===== src/shared/cra_consts.svh =====
`ifndef CRA_CONSTS_SVH
`define CRA_CONSTS_SVH
// Memory organisation
`define CRA_WORDS 40
`define CRA_BLOCKS 5
`define CRA_BLK_WORDS 8
`define CRA_CODE_W 3
`define CRA_LOW_W 3
`define CRA_ADDR_W 6
// Block codes
`define CRA_BLK_IMPEDANCE_MATCH 3'h0
`define CRA_BLK_ECHO 3'h1
`define CRA_BLK_TONE_SCALING 3'h2
`define CRA_BLK_TRANSMIT 3'h3
`define CRA_BLK_RECEIVE 3'h4
`define CRA_BLK_LAST 3'h4
// Low word bounds of a walk
`define CRA_LOW_FIRST 3'h7
`define CRA_LOW_LAST 3'h0
// Low word codes inside the tone and scaling block
`define CRA_TONE1_AMP 3'h7
`define CRA_TONE1_FREQ 3'h6
`define CRA_TONE0_AMP 3'h5
`define CRA_TONE0_FREQ 3'h4
// Split points inside the transmit and receive blocks
`define CRA_GAIN_LOW_MIN 3'h4
`endif


===== src/shared/cra_pkg.sv =====
package cra_pkg;
  // Walk state
  typedef enum logic {CRA_IDLE, CRA_WALK} cra_state_t;
  // Word roles, as decoded from the full address
  typedef enum logic [3:0] {
    CRA_ROLE_IMPEDANCE_MATCH_FILTER,
    CRA_ROLE_ECHO_FILTER,
    CRA_ROLE_TONE1_AMP,
    CRA_ROLE_TONE1_FREQ,
    CRA_ROLE_TONE0_AMP,
    CRA_ROLE_TONE0_FREQ,
    CRA_ROLE_IMPEDANCE_SCALING,
    CRA_ROLE_TRANSMIT_GAIN,
    CRA_ROLE_TRANSMIT_FREQ_RESPONSE,
    CRA_ROLE_RECEIVE_GAIN,
    CRA_ROLE_RECEIVE_FREQ_RESPONSE,
    CRA_ROLE_NONE
  } cra_role_t;
  // All walk state of the addressing block
  typedef struct packed {
    cra_state_t state;
    logic [2:0] block;
    logic [2:0] low;
    logic busy;
    logic done;
  } cra_regs_t;
endpackage : cra_pkg


===== src/design/cra_block_addr.sv =====
`timescale 1ns/10ps
`default_nettype none
`include "cra_consts.svh"
module cra_block_addr
  import cra_pkg::*;
#(
  parameter int unsigned CODE_W = `CRA_CODE_W
) (
  // Clock and reset
  input wire logic clk_sys,
  input wire logic rst_b,
  // Command from the serial control port decoder
  input wire logic cmd_valid,
  input wire logic [CODE_W-1:0] cmd_block,
  output logic cmd_ready,
  output logic cmd_reject,
  // Word transfer handshake
  input wire logic word_done,
  // Coefficient memory addressing
  output logic [`CRA_ADDR_W-1:0] word_addr,
  output logic word_valid,
  output cra_role_t word_role,
  output logic block_busy,
  output logic block_end
);

  // Reset release through two flip-flops
  logic [1:0] rst_sync_q;
  logic rst_int_b;
  always_ff @(posedge clk_sys or negedge rst_b) begin
    if (!rst_b) begin
      rst_sync_q <= 2'h0;
    end else begin
      rst_sync_q <= {rst_sync_q[0], 1'h1};
    end
  end
  assign rst_int_b = rst_sync_q[1];

  // Role of a word from its full address
  function automatic cra_role_t role_of(input logic [2:0] blk, input logic [2:0] lo);
    cra_role_t r;
    r = CRA_ROLE_NONE;
    unique case (blk)
      `CRA_BLK_IMPEDANCE_MATCH: r = CRA_ROLE_IMPEDANCE_MATCH_FILTER;
      `CRA_BLK_ECHO: r = CRA_ROLE_ECHO_FILTER;
      `CRA_BLK_TONE_SCALING: begin
        unique case (lo)
          `CRA_TONE1_AMP: r = CRA_ROLE_TONE1_AMP;
          `CRA_TONE1_FREQ: r = CRA_ROLE_TONE1_FREQ;
          `CRA_TONE0_AMP: r = CRA_ROLE_TONE0_AMP;
          `CRA_TONE0_FREQ: r = CRA_ROLE_TONE0_FREQ;
          default: r = CRA_ROLE_IMPEDANCE_SCALING;
        endcase
      end
      `CRA_BLK_TRANSMIT: r = (lo >= `CRA_GAIN_LOW_MIN) ? CRA_ROLE_TRANSMIT_GAIN
                                                      : CRA_ROLE_TRANSMIT_FREQ_RESPONSE;
      `CRA_BLK_RECEIVE: r = (lo >= `CRA_GAIN_LOW_MIN) ? CRA_ROLE_RECEIVE_GAIN
                                                     : CRA_ROLE_RECEIVE_FREQ_RESPONSE;
      default: r = CRA_ROLE_NONE;
    endcase
    return r;
  endfunction : role_of

  cra_regs_t q, d;
  logic code_ok;

  // Codes above the last block do not exist; they are refused
  assign code_ok = (cmd_block <= `CRA_BLK_LAST);

  // Next state: idle takes a code, walk counts down one word per transfer
  always_comb begin
    d = q;
    d.done = 1'h0;
    unique case (q.state)
      CRA_IDLE: begin
        if (cmd_valid && code_ok) begin
          d.state = CRA_WALK;
          d.block = cmd_block[2:0];
          d.low = `CRA_LOW_FIRST;
          d.busy = 1'h1;
        end
      end
      CRA_WALK: begin
        if (word_done) begin
          if (q.low == `CRA_LOW_LAST) begin
            // Last word moved: free for a new command
            d.state = CRA_IDLE;
            d.busy = 1'h0;
            d.done = 1'h1;
          end else begin
            d.low = q.low - 3'h1;
          end
        end
      end
    endcase
  end

  always_ff @(posedge clk_sys or negedge rst_int_b) begin
    if (!rst_int_b) begin
      q <= '{state: CRA_IDLE, block: 3'h0, low: 3'h0, busy: 1'h0, done: 1'h0};
    end else begin
      q <= d;
    end
  end

  // Outputs; commands are only taken while idle, so a walk is never cut short
  assign cmd_ready = (q.state == CRA_IDLE);
  assign cmd_reject = cmd_valid && (q.state == CRA_IDLE) && !code_ok;
  assign word_addr = {q.block, q.low};
  assign word_valid = q.busy;
  assign word_role = role_of(q.block, q.low);
  assign block_busy = q.busy;
  assign block_end = q.done;
endmodule : cra_block_addr
`default_nettype wire


===== config.mk =====
export PLATFORM = sky130hd
export DESIGN_NAME = cra_block_addr
export DESIGN_NICKNAME = d
export VERILOG_FILES = /design/src/shared/cra_pkg.sv /design/src/design/cra_block_addr.sv
export VERILOG_INCLUDE_DIRS = /design/src /design/src/shared
export SDC_FILE = /design/constraint.sdc
export NUM_CORES = 1
export LEC_CHECK = 0
export BUFFER_PORTS_ARGS = -buffer_cell sky130_fd_sc_hd__buf_2
export CAP_MARGIN = 20
export CORE_UTILIZATION = 47
export CTS_CLUSTER_SIZE = 14
export DETAILED_ROUTE_END_ITERATION = 16
export GPL_ROUTABILITY_DRIVEN = 0
export PLACE_DENSITY_LB_ADDON = 0.15
export SYNTH_ARGS = -nofsm -noshare
export SYNTH_HDL_FRONTEND = slang
export SYNTH_SLANG_ARGS = --single-unit

===== constraint.sdc =====
create_clock -name clk_sys -period 1.55 [get_ports clk_sys]
set_clock_uncertainty 0.2 [all_clocks]
set_input_delay 0.155 -clock clk_sys [delete_from_list [all_inputs] [get_ports clk_sys]]
set_output_delay 0.155 -clock clk_sys [all_outputs]
set_load 0.01 [all_outputs]

Word level (Yosys, flattened, before mapping)
Index checks and enable logic that the tools add are counted.
{"block": "totals", "input_bits": 7, "reg_bits": 11, "out_inout_bits": 15, "wordCells": 44}
{"block": "op_classes", "n_eq_ne": 12, "reduce_logical": 9, "magnitude_cmp": 2, "n_addsub": 1, "n_bitwise": 1, "mux": 13}
{"operator": "$pmux W4 S5", "count": 1}
{"operator": "$eq A3 B3 Y1 const B", "count": 5}
{"operator": "$pmux W3 S4", "count": 1}
{"operator": "$mux W8", "count": 1}
{"operator": "$pmux W4 S2", "count": 1}
{"operator": "$eq A3 B2 Y1 const B", "count": 2}
{"operator": "$logic_not A3 Y1", "count": 2}
{"operator": "$reduce_and A3 Y1", "count": 2}
{"operator": "$mux W5", "count": 1}
{"operator": "$mux W2", "count": 2}
{"operator": "$mux W4", "count": 1}
{"operator": "$ne A2 B1 Y1 const B", "count": 2}
{"operator": "$ne A2 B2 Y1 const B", "count": 2}
{"operator": "$eq A3 B1 Y1 const B", "count": 1}
{"operator": "$ge A3 B3 Y1 const B", "count": 1}
{"operator": "$le A3 B3 Y1 const B", "count": 1}
{"operator": "$logic_and A1 B1 Y1", "count": 3}
{"operator": "$mux W1", "count": 3}
{"operator": "$mux W3", "count": 1}
{"operator": "$sub A3 B1 Y3 const B", "count": 1}
{"operator": "$pmux W1 S2", "count": 1}
{"operator": "$reduce_and A2 Y1", "count": 1}
{"operator": "$logic_not A1 Y1", "count": 1}
{"operator": "$not A1 Y1", "count": 1}

Longest topological paths before layout
Gate-level depths: netlist (run 1).
{"block": "depth", "depth_word": 4, "ltp_mapped": 5, "mapped_depth_nobuf": 5}

Worst setup path after synthesis (run 1)
OpenSTA, ideal clock, no wires.
{"block": "synth_path", "kind": "flip-flop to output port", "start": "register q, in the netlist word_addr[0]", "end": "output word_role[1]", "setup_slack_ps": 20, "required_ps": 1195, "stages_incl_launch_ff": 5, "n_path_buf": 0, "arrival_time_ps": 1175, "cell_sequence": "dfrtp_1 -> inv_1 -> ha_1 -> o41ai_1 -> a21oi_1"}
{"block": "synth_between", "elab_chain_cells": 3, "elab_cells_between_ends": 9, "classes_between": "1 x order compare; 4 x eq/ne; 4 x mux"}
{"item": "start: declaration", "line": "cra_block_addr.sv:64", "rtl": "cra_regs_t q, d;"}
{"item": "start signal: assignment", "line": "cra_block_addr.sv:100", "rtl": "q <= '{state: CRA_IDLE, block: 3'h0, low: 3'h0, busy: 1'h0, done: 1'h0};"}
{"item": "$ge A3 B3 Y1 (no source line) / $eq A3 B3 Y1 (equally long branches)"}
{"item": "$mux W2 (tied with other cells)", "line": "cra_block_addr.sv:57", "rtl": "`CRA_BLK_RECEIVE: r = (lo >= `CRA_GAIN_LOW_MIN) ? CRA_ROLE_RECEIVE_GAIN"}
{"item": "$pmux W4 S5 *", "line": "cra_block_addr.sv:43", "rtl": "unique case (blk)"}
{"item": "end: declaration", "line": "cra_block_addr.sv:22", "rtl": "output cra_role_t word_role,"}
Mark *: on every way between the ends. The rest lies on a longest branch, timed or not.

Worst setup path in the final report (run 1)
Same ends and word-level chain as after synthesis.

==> flow_results.org, run 1 <==
** Run status
- The flow ran to the end, but the final reports show violations.
- The checks that failed: negative setup slack.

** Route
- Routed length per instance :: 15.0 um
- In this run the remaining antenna-violating nets after routing total 0.
- DR DRC count :: 0
- Count of vias placed by the detailed router :: 599
- The first detailed-routing pass ran for 4 iterations.
- Via-per-instance ratio :: 5.45
- DRC violation total after the first TritonRoute iteration :: 15
- Sum of routed wire length over all layers :: 1.65 mm

** Worst setup path
- Critical path buffers and inverters :: 2
- Crit-path max FO :: 4
- Startpoint type of the worst setup path :: flip-flop
- Required time at the endpoint of the critical path :: 1.19 ns
- The worst setup path is captured at a primary output.
- Walking the worst path, the cells encountered are inv_4, ha_4, o41ai_2, a21oi_1, buf_2.
- Data on the critical path arrives at its endpoint at 1.49 ns.
- Class of the most critical setup path :: flip-flop to primary output
- The largest single stage delay on the critical path is 0.44 ns.
- Slowest cell on the critical path :: dfrtp_2
- The cell family contributing the most delay on the critical path is flip-flops.

** STA
- Setup slack on the critical path of the routed design comes to -0.294 ns.
- The max-slew violation count is 0.
- Max Fclk :: 0.542 GHz
- Accumulated negative setup slack :: -0.773 ns
- The hold violation count in the final report came to 0.
- Share of the clock period used by the worst path after layout :: 119%
- Final setup violation count :: 4
- Unrepaired setup endpoints after global routing :: true
- Subtracting the final worst setup slack from the clock period gives 1.84 ns.

** Global routing
- Maximum number of pins on one net before global-route repair :: 10
- Global routing consumed, over all layers together, 23.2% of the routing resources.
- Global-route wire length before repair :: 2.27 mm
- The initial antenna violation count was 0.
- The via count of the first global-routing pass is 508.
- GRT overflow :: 0

** Finish
- Antenna fix cells :: 0
- The top cell types in the final layout, fill and taps aside, are buf_2, dfrtp_1, dlygate4sd3_1.
- Final Core Density :: 73.0%
- Fin nets :: 108
- Leaving out fill and tap cells, the most frequent cell in the layout is buf_2.
- The post-route netlist has 53.7% of its cells at a drive strength greater than 1.
- Number of filler instances in the final layout :: 102
- Once layout is complete, the cells apart from fillers number 110.
- The area growth from synthesis to layout is 44.0%.

** Yosys
- Compound-Gate Fraction of Synth Area :: 16.5%
- After synthesis, the largest area contributor takes up 41.7% of total cell area.
- Sequential cells were found to cover 41.7% of the synthesized design area.
- Avg Inst Size Synth :: 10.1 um^2
- After synthesis, the largest family of logic cells by area is compound AO/OA/AOI/OAI gates.
- Share of cell area taken by muxes after synthesis :: 4.55%
- Post-Synth Simple-Gate Area :: 15.7%
- After synthesis the cells add up to 659 um^2.
- Cell count after synthesis :: 65
- Number of unique standard cell types used by synthesis :: 23
- Xor and xnor fraction of the mapped netlist area :: 0%
- Of the total synthesized cell area, the portion taken by full adders, half adders and majority gates is 9.49%.
- Sorting the synthesized cells by area gives the leading types as dfrtp_1, ha_1, buf_4, a21oi_1, mux2_4.
- Cell accounting for the most synthesized area :: dfrtp_1
- Synth Register Bits :: 11
- Synthesis produced a netlist with a net count of 77.
- Yosys printed 0 warnings.

** Power and ir drop
- Power spread over the standard cell area amounts to 2080 mW/mm^2.
- In this run the static leakage power is 0.000452 uW.
- Worst vdd rail ir drop :: 0.00114 V

** Min path
- The worst hold path belongs to the class input pin to flip-flop.

** Clock network
- TritonCTS created 3 clock buffers.
- The later pin in the worst-skew pair is clocked with a latency of 0.27 ns.
- CTS max path bufs :: 2
- In this run the clock root is driven by a clkbuf_4.
- TritonCTS built the clock tree.
- Clock-pin slew was measured on the worst setup and hold paths at 0.07 ns.
- CTS saw 11 sinks.
- H-tree lvl count :: 1

** Floorplanning
- In this run the horizontal extent of the chip is 39.5 um.
- 22 I/O pins were placed.
- The die covers 0.00156 mm^2.
- Number of placement rows :: 13
- The floorplan step defined a core boundary enclosing 0.00130 mm^2.
- Measured along the y axis, the die boundary spans 39.5 um.
- Starting density of the core :: 50.7%

** Placed design
- Prior to clock tree synthesis, the placed netlist has a worst setup slack of -0.112 ns.
- Number of placed instances, taps included :: 98
- The count of buffers added on input and output ports is 21.
- Detailed placement ended at an HPWL of 1.02 mm.

** Flow run
- Max-cap violations in this run came to 0.
-- repair_timing --
item | in CTS | in global routing
pin swaps | 3 | 3
hold endpoints to repair | 14 | 0
gates resized for setup | 16 | 12
hold buffers | 6 | 0
buffers inserted | 1 | 1
setup endpoints to repair | 6 | 6
-- flip-flops by register name, summed over array words and instances, names as in the netlist --
| register | flops |
|---|---|
| block_end | 1 |
| rst_sync_q | 2 |
| word_addr | 6 |
| q | 1 |
| block_busy | 1 |
-- final cells by class --
class	count	area, um^2	area share [%]
inverters	6	27.5	2.90
clock buffers	4	26.3	2.77
flip-flops and latches	11	279	29.4
multi-input cells	41	380	40.1
repair buffers	33	218	22.9
well taps	15	18.8	1.98
-- cell families (layout without fill, tap and decap cells) --
family | after synthesis | after routing
DFF | 11 | 11
other | 1 | 1
AOI/OAI and AO/OA | 16 | 16
buffers and inverters | 13 | 43
muxes | 2 | 2
adders and majority gates | 5 | 5
and+or+nand+nor | 17 | 17
-- layer usage --
metal	part of all wire (%)	track usage (%)
met5	0	0
met1	38	24.6
met4	2.5	7.76
met3	7.4	8.52
met2	52	41.4
-- final timing paths --
check / startpoint / to / slack, ns / cells past startpoint
max: word_addr[0]$_DFFE_PN0P_ / word_role[1] / -0.29 / 5
max reg2reg: word_addr[1]$_DFFE_PN0P_ / word_addr[0]$_DFFE_PN0P_ / -0.04 / 6
min reg2reg: rst_sync_q[0]$_DFF_PN0_ / rst_sync_q[1]$_DFF_PN0_ / 0.17 / 0
max in group asynchronous: rst_sync_q[1]$_DFF_PN0_ / word_addr[1]$_DFFE_PN0P_ / 0.30 / 1
min in group asynchronous: rst_sync_q[1]$_DFF_PN0_ / word_addr[2]$_DFFE_PN0P_ / 0.52 / 1
min: word_done / word_addr[2]$_DFFE_PN0P_ / 0.02 / 3
-- tightest hold or removal path, cell delays in order --
cell and delay (ns):
buf_2 0.10, nand3_1 0.08, o211ai_1 0.10
-- synth_stat cells --
cell type	count
conb_1	1
nor2_1	4
nand2_1	2
nand3_1	2
o32a_1	1
ha_1	5
o21ai_4	1
and2b_1	1
mux2_4	2
nor2b_1	2
nand2b_1	2
nand3_4	1
a21oi_1	6
o21ai_0	4
o41ai_1	1
o311ai_0	1
o211ai_1	2
and4_1	1
inv_1	6
or2_2	1
dfrtp_1	11
buf_4	7
or3_1	1
-- report_power, final --
| group | leakage, uW | switching (uW) | internal [uW] |
|---|---|---|---|
| clock | 0.0000150 | 91.4 | 99.6 |
| sequential | 0.000126 | 175 | 411 |
| combinational | 0.000311 | 584 | 613 |
| total | 0.000452 | 851 | 1120 |
-- per-stage QoR --
| stage | total power (uW) | hold slack, ns | area [um^2] |
|---|---|---|---|
| 3_5_place_dp | 1450 | -0.255 | 761 |
| 2_1_floorplan | 1180 | -0.341 | 659 |
| 3_3_place_gp | 1420 | -0.258 | 761 |
| 4_1_cts | 1840 | 0.00446 | 910 |
| 6_report | 1970 | 0.0166 | 950 |
| 5_1_grt | 2130 | 0.0332 | 950 |
Note: power is estimated with default switching activity, not from simulation.
==> run 2: changes to the inputs <==
- MAX_ROUTING_LAYER: not set -> met4
==> run 2 against run 1 <==
  * The flow still finishes with violations (negative setup slack)
  * Largest power group unchanged
  * Sequential cell count unchanged
  * Worst hold slack better by 0.0012 ns
  * Global-route usage up 0.57 points
  * Clock power about the same
  * Critical path type unchanged
  * Utilization unchanged
  * Cell count unchanged
  * Sequential power about the same
  * Largest cell class unchanged
  * Register-to-register slack about the same
==> flow_results.org, run 2 (synthesized netlist as in run 1, its figures left out) <==
** Run status
- Run status :: finished, violations left
- The final reports fail on negative setup slack.

** STA
- The minimum hold slack is 0.0178 ns (+0.00116 ns).
- The worst-case setup margin in the final layout was -0.294 ns (+0.0000930 ns).
- The count of final setup violators came to 4 (unchanged).
- The hold violation count in the final report is 0 (unchanged).
- Share of the clock period used by the worst path after layout :: 119% (about the same)
- Setup repair after global routing could not meet its margin everywhere.
- The shortest period the worst path allows was 1.84 ns (-0.0000930 ns).
- The top achievable clock speed came to 0.542 GHz (about the same).
- Count of final max-slew check failures :: 0 (unchanged)

** Global routing
- Global-route wire length before repair :: 2.28 mm (+0.31%)
- The met1 routing resource usage after global routing came to 24.6% (unchanged).
- GR peak layer :: met2
- Met2 Track Usage GR :: 41.4% (unchanged)
- Met3 layer usage reported by global route :: 8.52% (unchanged)
- Via count of the first global-routing pass :: 506 (-0.39%)
- Maximum number of pins on one net before global-route repair :: 10 (unchanged)
- The leftover overflow at the end of global routing came to 0 (unchanged).
- The initial antenna violation count came to 0 (unchanged).
- The overall fraction of global-route tracks in use came to 23.8% (+0.57 points).

** Worst setup path
- The arrival time at the worst endpoint was 1.49 ns (about the same).
- Startpoint type of the worst setup path :: flip-flop
- Class of the most critical setup path :: flip-flop to primary output
- The data required time of the critical path came to 1.19 ns (about the same).
- Crit-path max FO :: 4 (unchanged)
- Worst setup EP type :: primary output

** Clock network
- Clock tree from TritonCTS :: yes
- H-tree lvl count :: 1 (unchanged)
- CTS max path bufs :: 2 (unchanged)
- CTS placed an instance of clkbuf_4 at the clock tree root.
- Clk_lat worst skew :: 0.26 ns (about the same)
- The number of clock sinks came to 11 (unchanged).
- Clock edge transition at the registers on the reported setup and hold paths :: 0.07 ns (about the same)
- The number of CTS-inserted buffers came to 3 (unchanged).

** Power and ir drop
- Static leakage :: 0.000452 uW (unchanged)
- The largest vdd supply drop came to 0.00114 V (+0.41%).
- Total power divided by cell area :: 2080 mW/mm^2 (+0.17%)

** Finish
- The share of final-layout standard cells stronger than drive strength 1 was 53.7% (unchanged).
- Flip-flop count of the largest register after layout :: 6 (unchanged)
- The final net count came to 108 (unchanged).
- Commonest non-fill, non-tap cell in the layout :: buf_2
- The area of all placed cells without fillers was 950 um^2 (unchanged).
- Antenna fix cells :: 0 (unchanged)
- Syn-to-layout area delta :: 44.0% (unchanged)
- Final cell count without fillers :: 110 (unchanged)
- The top cell types in the final layout, fill and taps aside, are buf_2, dfrtp_1, dlygate4sd3_1.
- The number of fill cells in the layout is 102 (unchanged).

** Floorplanning
- The area of the die came to 0.00156 mm^2 (unchanged).
- The area of the core came to 0.00130 mm^2 (unchanged).
- The height of the die came to 39.5 um (unchanged).
- The total I/O pin count came to 22 (unchanged).
- The horizontal extent of the die is 39.5 um (unchanged).
- The cell row count was 13 (unchanged).
- The initial core utilization was 50.7% (unchanged).

** Flow run
- The number of max-capacitance violations reported was 0 (unchanged).

** Placed design
- Number of placed instances, taps included :: 98 (unchanged)
- The count of input and output buffers is 21 (unchanged).
- Pre-CTS setup slack :: -0.112 ns (unchanged)
- Cell area reported after detailed placement :: 761 um^2 (unchanged)
- DP Wirelength :: 1.02 mm (unchanged)

** Route
- DRC violation total after the first TritonRoute iteration :: 14 (-1)
- Via-per-instance ratio :: 5.35 (-1.8%)
- Routed length per instance :: 15.0 um (about the same)
- The first-pass iteration count of the detailed router was 4 (unchanged).
- The residual DRC count was 0 (unchanged).
- Post-detailed-route count of antenna-violating nets :: 0 (unchanged)
- Sum of routed wire length over all layers :: 1.65 mm (about the same)
- Count of vias placed by the detailed router :: 588 (-1.8%)

** Min path
- Path class of the lowest-slack min-delay path :: input pin to flip-flop
-- run 2: report_power, final --
group / switching [uW] / total, uW / internal, uW
Combinational: 587 / 1200 / 614
Clock: 91.3 / 191 / 99.6
Sequential: 175 / 586 / 411
-- run 2: worst paths after layout --
check | startpoint | endpoint | slack (ns) | cells after the start
setup / recovery | word_addr[0]$_DFFE_PN0P_ | word_role[1] | -0.29 | 5
hold / removal | word_done | word_addr[2]$_DFFE_PN0P_ | 0.02 | 3
setup reg to reg | word_addr[1]$_DFFE_PN0P_ | word_addr[0]$_DFFE_PN0P_ | -0.04 | 6
hold reg to reg | rst_sync_q[0]$_DFF_PN0_ | rst_sync_q[1]$_DFF_PN0_ | 0.17 | 0
max in group asynchronous | rst_sync_q[1]$_DFF_PN0_ | word_addr[1]$_DFFE_PN0P_ | 0.30 | 1
min in group asynchronous | rst_sync_q[1]$_DFF_PN0_ | word_addr[2]$_DFFE_PN0P_ | 0.52 | 1
-- run 2: area by class of cell --
cell class | instances | area [um^2] | area share, %
multi-input cells | 41 | 380 | 40.1
repair buffers | 33 | 218 | 22.9
clock buffers | 4 | 26.3 | 2.77
well taps | 15 | 18.8 | 1.98
flip-flops and latches | 11 | 279 | 29.4
inverters | 6 | 27.5 | 2.90
-- run 2: metrics by stage --
| stage | setup TNS (ns) | power, uW | util, % |
|---|---|---|---|
| 2_1_floorplan | 0 | 1180 | - |
| 3_3_place_gp | -0.116 | 1420 | 58.5 |
| 5_1_grt | -1.10 | 2130 | 73.0 |
| 6_report | -0.772 | 1980 | 73.0 |
| 3_5_place_dp | -0.274 | 1450 | 58.5 |
| 4_1_cts | -0.697 | 1840 | 69.9 |
-- run 2: worst max-delay path, stage by stage (launching register included) --
cell,delay (ns)
dfrtp_2,0.44
inv_4,0.07
ha_4,0.16
o41ai_2,0.32
a21oi_1,0.09
buf_2,0.14
-- run 2: metal layers --
metal  part of all wire, %  vias to the layer above
li1                      -                      277
met1                    39                      283
met2                    51                       24
met3                   6.9                        4
met4                   2.6                        0
met5                     0                        -
-- run 2: timing repair --
item / 4_1_cts / 5_1_grt
gates resized for setup: 16 / 12
endpoints found under the setup margin: 6 / 6
pin swaps: 3 / 3
buffers inserted: 1 / 1
endpoints found under the hold margin: 14 / 0
hold buffers: 6 / 0
==> run 3: changes to the inputs <==
- PLACE_DENSITY: not set -> 0.87
- PLACE_DENSITY_LB_ADDON: 0.15 -> not set
==> run 3 against run 2 <==
  * The flow still finishes with violations (negative setup slack)
  * Global-route usage is 0.61 points higher
  * Routed wire length is 14% higher
  * Maximum frequency is 2.9% lower
  * Utilization is 3.7 points higher
  * Largest power group unchanged
  * Sequential power is 2% lower
  * Total power is 9.6% higher
  * Critical path type unchanged
  * Via count is 6.1% higher
  * Setup slack worse by 0.056 ns
==> flow_results.org, run 3 (synthesized netlist as in run 1, its figures left out) <==
** Run status
- The flow ran to the end, but the final reports show violations.
- Failing checks :: negative setup slack

** Clock network
- The clock latency on the worst-skew pair came to 0.27 ns (about the same).
- Clock edge transition at the registers on the reported setup and hold paths :: 0.07 ns (about the same)
- The number of CTS-inserted buffers is 3 (unchanged).
- Clock sinks :: 11 (unchanged)
- CTS Root Buffer Type :: clkbuf_4
- The buffer levels on the longest clock path was 2 (unchanged).
- H-tree lvl count :: 1 (unchanged)
- Clock tree from TritonCTS :: yes

** Worst setup path
- Launch point of the worst reg-to-reg path :: word_addr[1]$_DFFE_PN0P_
- Crit-path max FO :: 4 (unchanged)
- The worst setup path is of the flip-flop to primary output kind.
- The slack of the worst reg-to-reg path came to -0.18 ns (-0.14 ns).
- Arrival time of data at the critical path endpoint :: 1.54 ns (+0.05 ns)
- Startpoint type of the worst setup path :: flip-flop
- Required time at the endpoint of the critical path :: 1.19 ns (about the same)
- Reg2reg path depth :: 7 (+1)
- Worst setup EP type :: primary output
- The worst register-to-register path ends at word_addr[0]$_DFFE_PN0P_.

** Finish
- Antenna fix cells :: 0 (unchanged)
- Commonest cells after routing, fill and taps aside :: buf_2, dfrtp_1, buf_4
- Share of layout cells above drive strength 1 :: 55.0% (+1.3 points)
- Relative to the synthesized area, the layout overhead comes to 51.4%.
- The final net count is 113 (+4.6%).
- The total area of sequential cells is 278 um^2 (-0.45%).
- The library cell used most frequently in the layout, excluding fill and tap cells, is buf_2.
- Post-route cell area :: 998 um^2 (+5.1%)
- Number of filler instances in the final layout :: 81 (-21%)
- The number of flip-flops in the largest register came to 6 (unchanged).
- Final Core Density :: 76.7% (+3.7 points)
- Area taken by multi-input logic gates :: 397 um^2 (+4.3%)

** STA
- Share of the clock period used by the worst path after layout :: 123% (+3.6 points)
- Least setup slack across all paths after layout :: -0.349 ns (-0.0556 ns)
- The aggregate negative setup slack was -1.46 ns (-0.690 ns).
- The hold violation count in the final report came to 0 (unchanged).
- The max-slew violation count is 0 (unchanged).
- Max Fclk :: 0.527 GHz (-2.9%)
- Post-layout minimum cycle time :: 1.90 ns (+0.0556 ns)
- Unrepaired setup endpoints after global routing :: true
- Final setup violation count :: 9 (+5)

** Placed design
- DP Wirelength :: 999 um (-2.2%)
- The placement-stage worst setup slack is -0.106 ns (+0.00570 ns).
- The placed cell area was 753 um^2 (-0.99%).
- Buffers added on ports :: 21 (unchanged)

** Power and ir drop
- The switching fraction of total power is 43.0% (-0.12 points).
- Worst vdd rail ir drop :: 0.00109 V (-4.5%)
- Total power divided by cell area :: 2170 mW/mm^2 (+4.3%)
- Static leakage :: 0.000487 uW (+7.9%)
- Pint :: 1240 uW (+9.8%)
- The switching power of the nets was 933 uW (+9.3%).
- The proportion of power drawn by the clock network is 8.9% (-0.7 points).
- The portion of total power attributed to sequential cells was 26.5% (-3.1 points).
- The proportion of power drawn by combinational gates was 64.6% (+3.9 points).

** Route
- Via-per-instance ratio :: 5.43 (+1.5%)
- DRC violation total after the first TritonRoute iteration :: 20 (+6)
- The total wire length after detailed routing came to 1.88 mm (+14%).
- Routed length per instance :: 16.4 um (+9.4%)
- 1st-pass router iterations :: 4 (unchanged)
- The residual DRC count was 0 (unchanged).
- Count of vias placed by the detailed router :: 624 (+6.1%)
- The number of routed nets with antenna violations is 0 (unchanged).

** Min path
- Worst hold stages :: 3 (unchanged)
- The startpoint identified for the worst hold timing path is cmd_valid.
- The min-delay analysis places its worst path in the category input pin to flip-flop.
- The path with the worst hold slack has its endpoint at q[8]$_DFF_PN0_.

** Global routing
- Via count of the first global-routing pass :: 507 (+0.20%)
- The initial antenna violation count is 0 (unchanged).
- The leftover overflow at the end of global routing was 0 (unchanged).
- The wire length of the first global-routing pass is 2.33 mm (+2.4%).
- The overall fraction of global-route tracks in use is 24.4% (+0.61 points).
- The pin count of the biggest net entering global routing is 10 (unchanged).

** Flow run
- Number of max-capacitance violations reported :: 0 (unchanged)

** Floorplanning
- The total I/O pin count was 22 (unchanged).
- The area of the core is 0.00130 mm^2 (unchanged).
- The horizontal extent of the die came to 39.5 um (unchanged).
- The initial core utilization was 50.7% (unchanged).
- The area of the die was 0.00156 mm^2 (unchanged).
- Height of the die :: 39.5 um (unchanged)
- Number of placement rows :: 13 (unchanged)
-- run 3: worst max path at each step --
stage | from | slack (ns) | to
finish | word_addr[1]$_DFFE_PN0P_ | -0.35 | word_role[1]
floorplan | word_addr[0]$_DFFE_PN0P_ | 0.02 | word_role[1]
global route | word_addr[1]$_DFFE_PN0P_ | -0.41 | word_role[1]
detailed placement | word_addr[0]$_DFFE_PN0P_ | -0.11 | word_role[2]
CTS | word_addr[1]$_DFFE_PN0P_ | -0.31 | word_role[1]
global placement | word_addr[1]$_DFFE_PN0P_ | -0.04 | word_role[2]
-- run 3: power groups by stage --
stage / clock network, uW / registers, uW / logic (uW)
after floorplan: 0 / 535 / 649
after global placement: 0 / 543 / 843
after detailed placement: 0 / 554 / 879
after CTS: 200 / 539 / 1180
after global routing: 222 / 587 / 1510
final: 193 / 574 / 1400
-- run 3: timing repair --
item                                    in CTS  in global routing
buffers inserted                             6                  3
hold endpoints to repair                    13                  0
endpoints found under the setup margin       8                  9
hold buffers                                 5                  0
pin swaps                                    4                  7
gates resized for setup                     15                 11
-- run 3: metal layers --
layer	global-route usage, %	wire (um)
met1	30.8	779
met2	36.5	966
met3	5.11	104
met4	12.9	32
met5	-	0
-- run 3: final cells by class --
| type | instances | share of cell area, % |
|---|---|---|
| sequential | 11 | 27.8 |
| tap | 15 | 1.88 |
| multi-input combinational | 41 | 39.7 |
| clock buffer | 4 | 2.63 |
| inverter | 6 | 2.26 |
| timing repair buffer | 38 | 25.7 |
-- run 3: worst max-delay path, cell delays in order (launching register included) --
cell     delay (ns)
dfrtp_2        0.45
buf_6          0.14
ha_4           0.16
o41ai_2        0.29
a21oi_1        0.10
buf_2          0.15
-- run 3: through the flow --
step,hold slack [ns],total power (uW),std cells
final,0.0155,2170,115
after global routing,0.0186,2320,115
after CTS,0.000503,1920,112
after detailed placement,-0.260,1430,97
after global placement,-0.261,1390,97
after floorplan,-0.341,1180,65
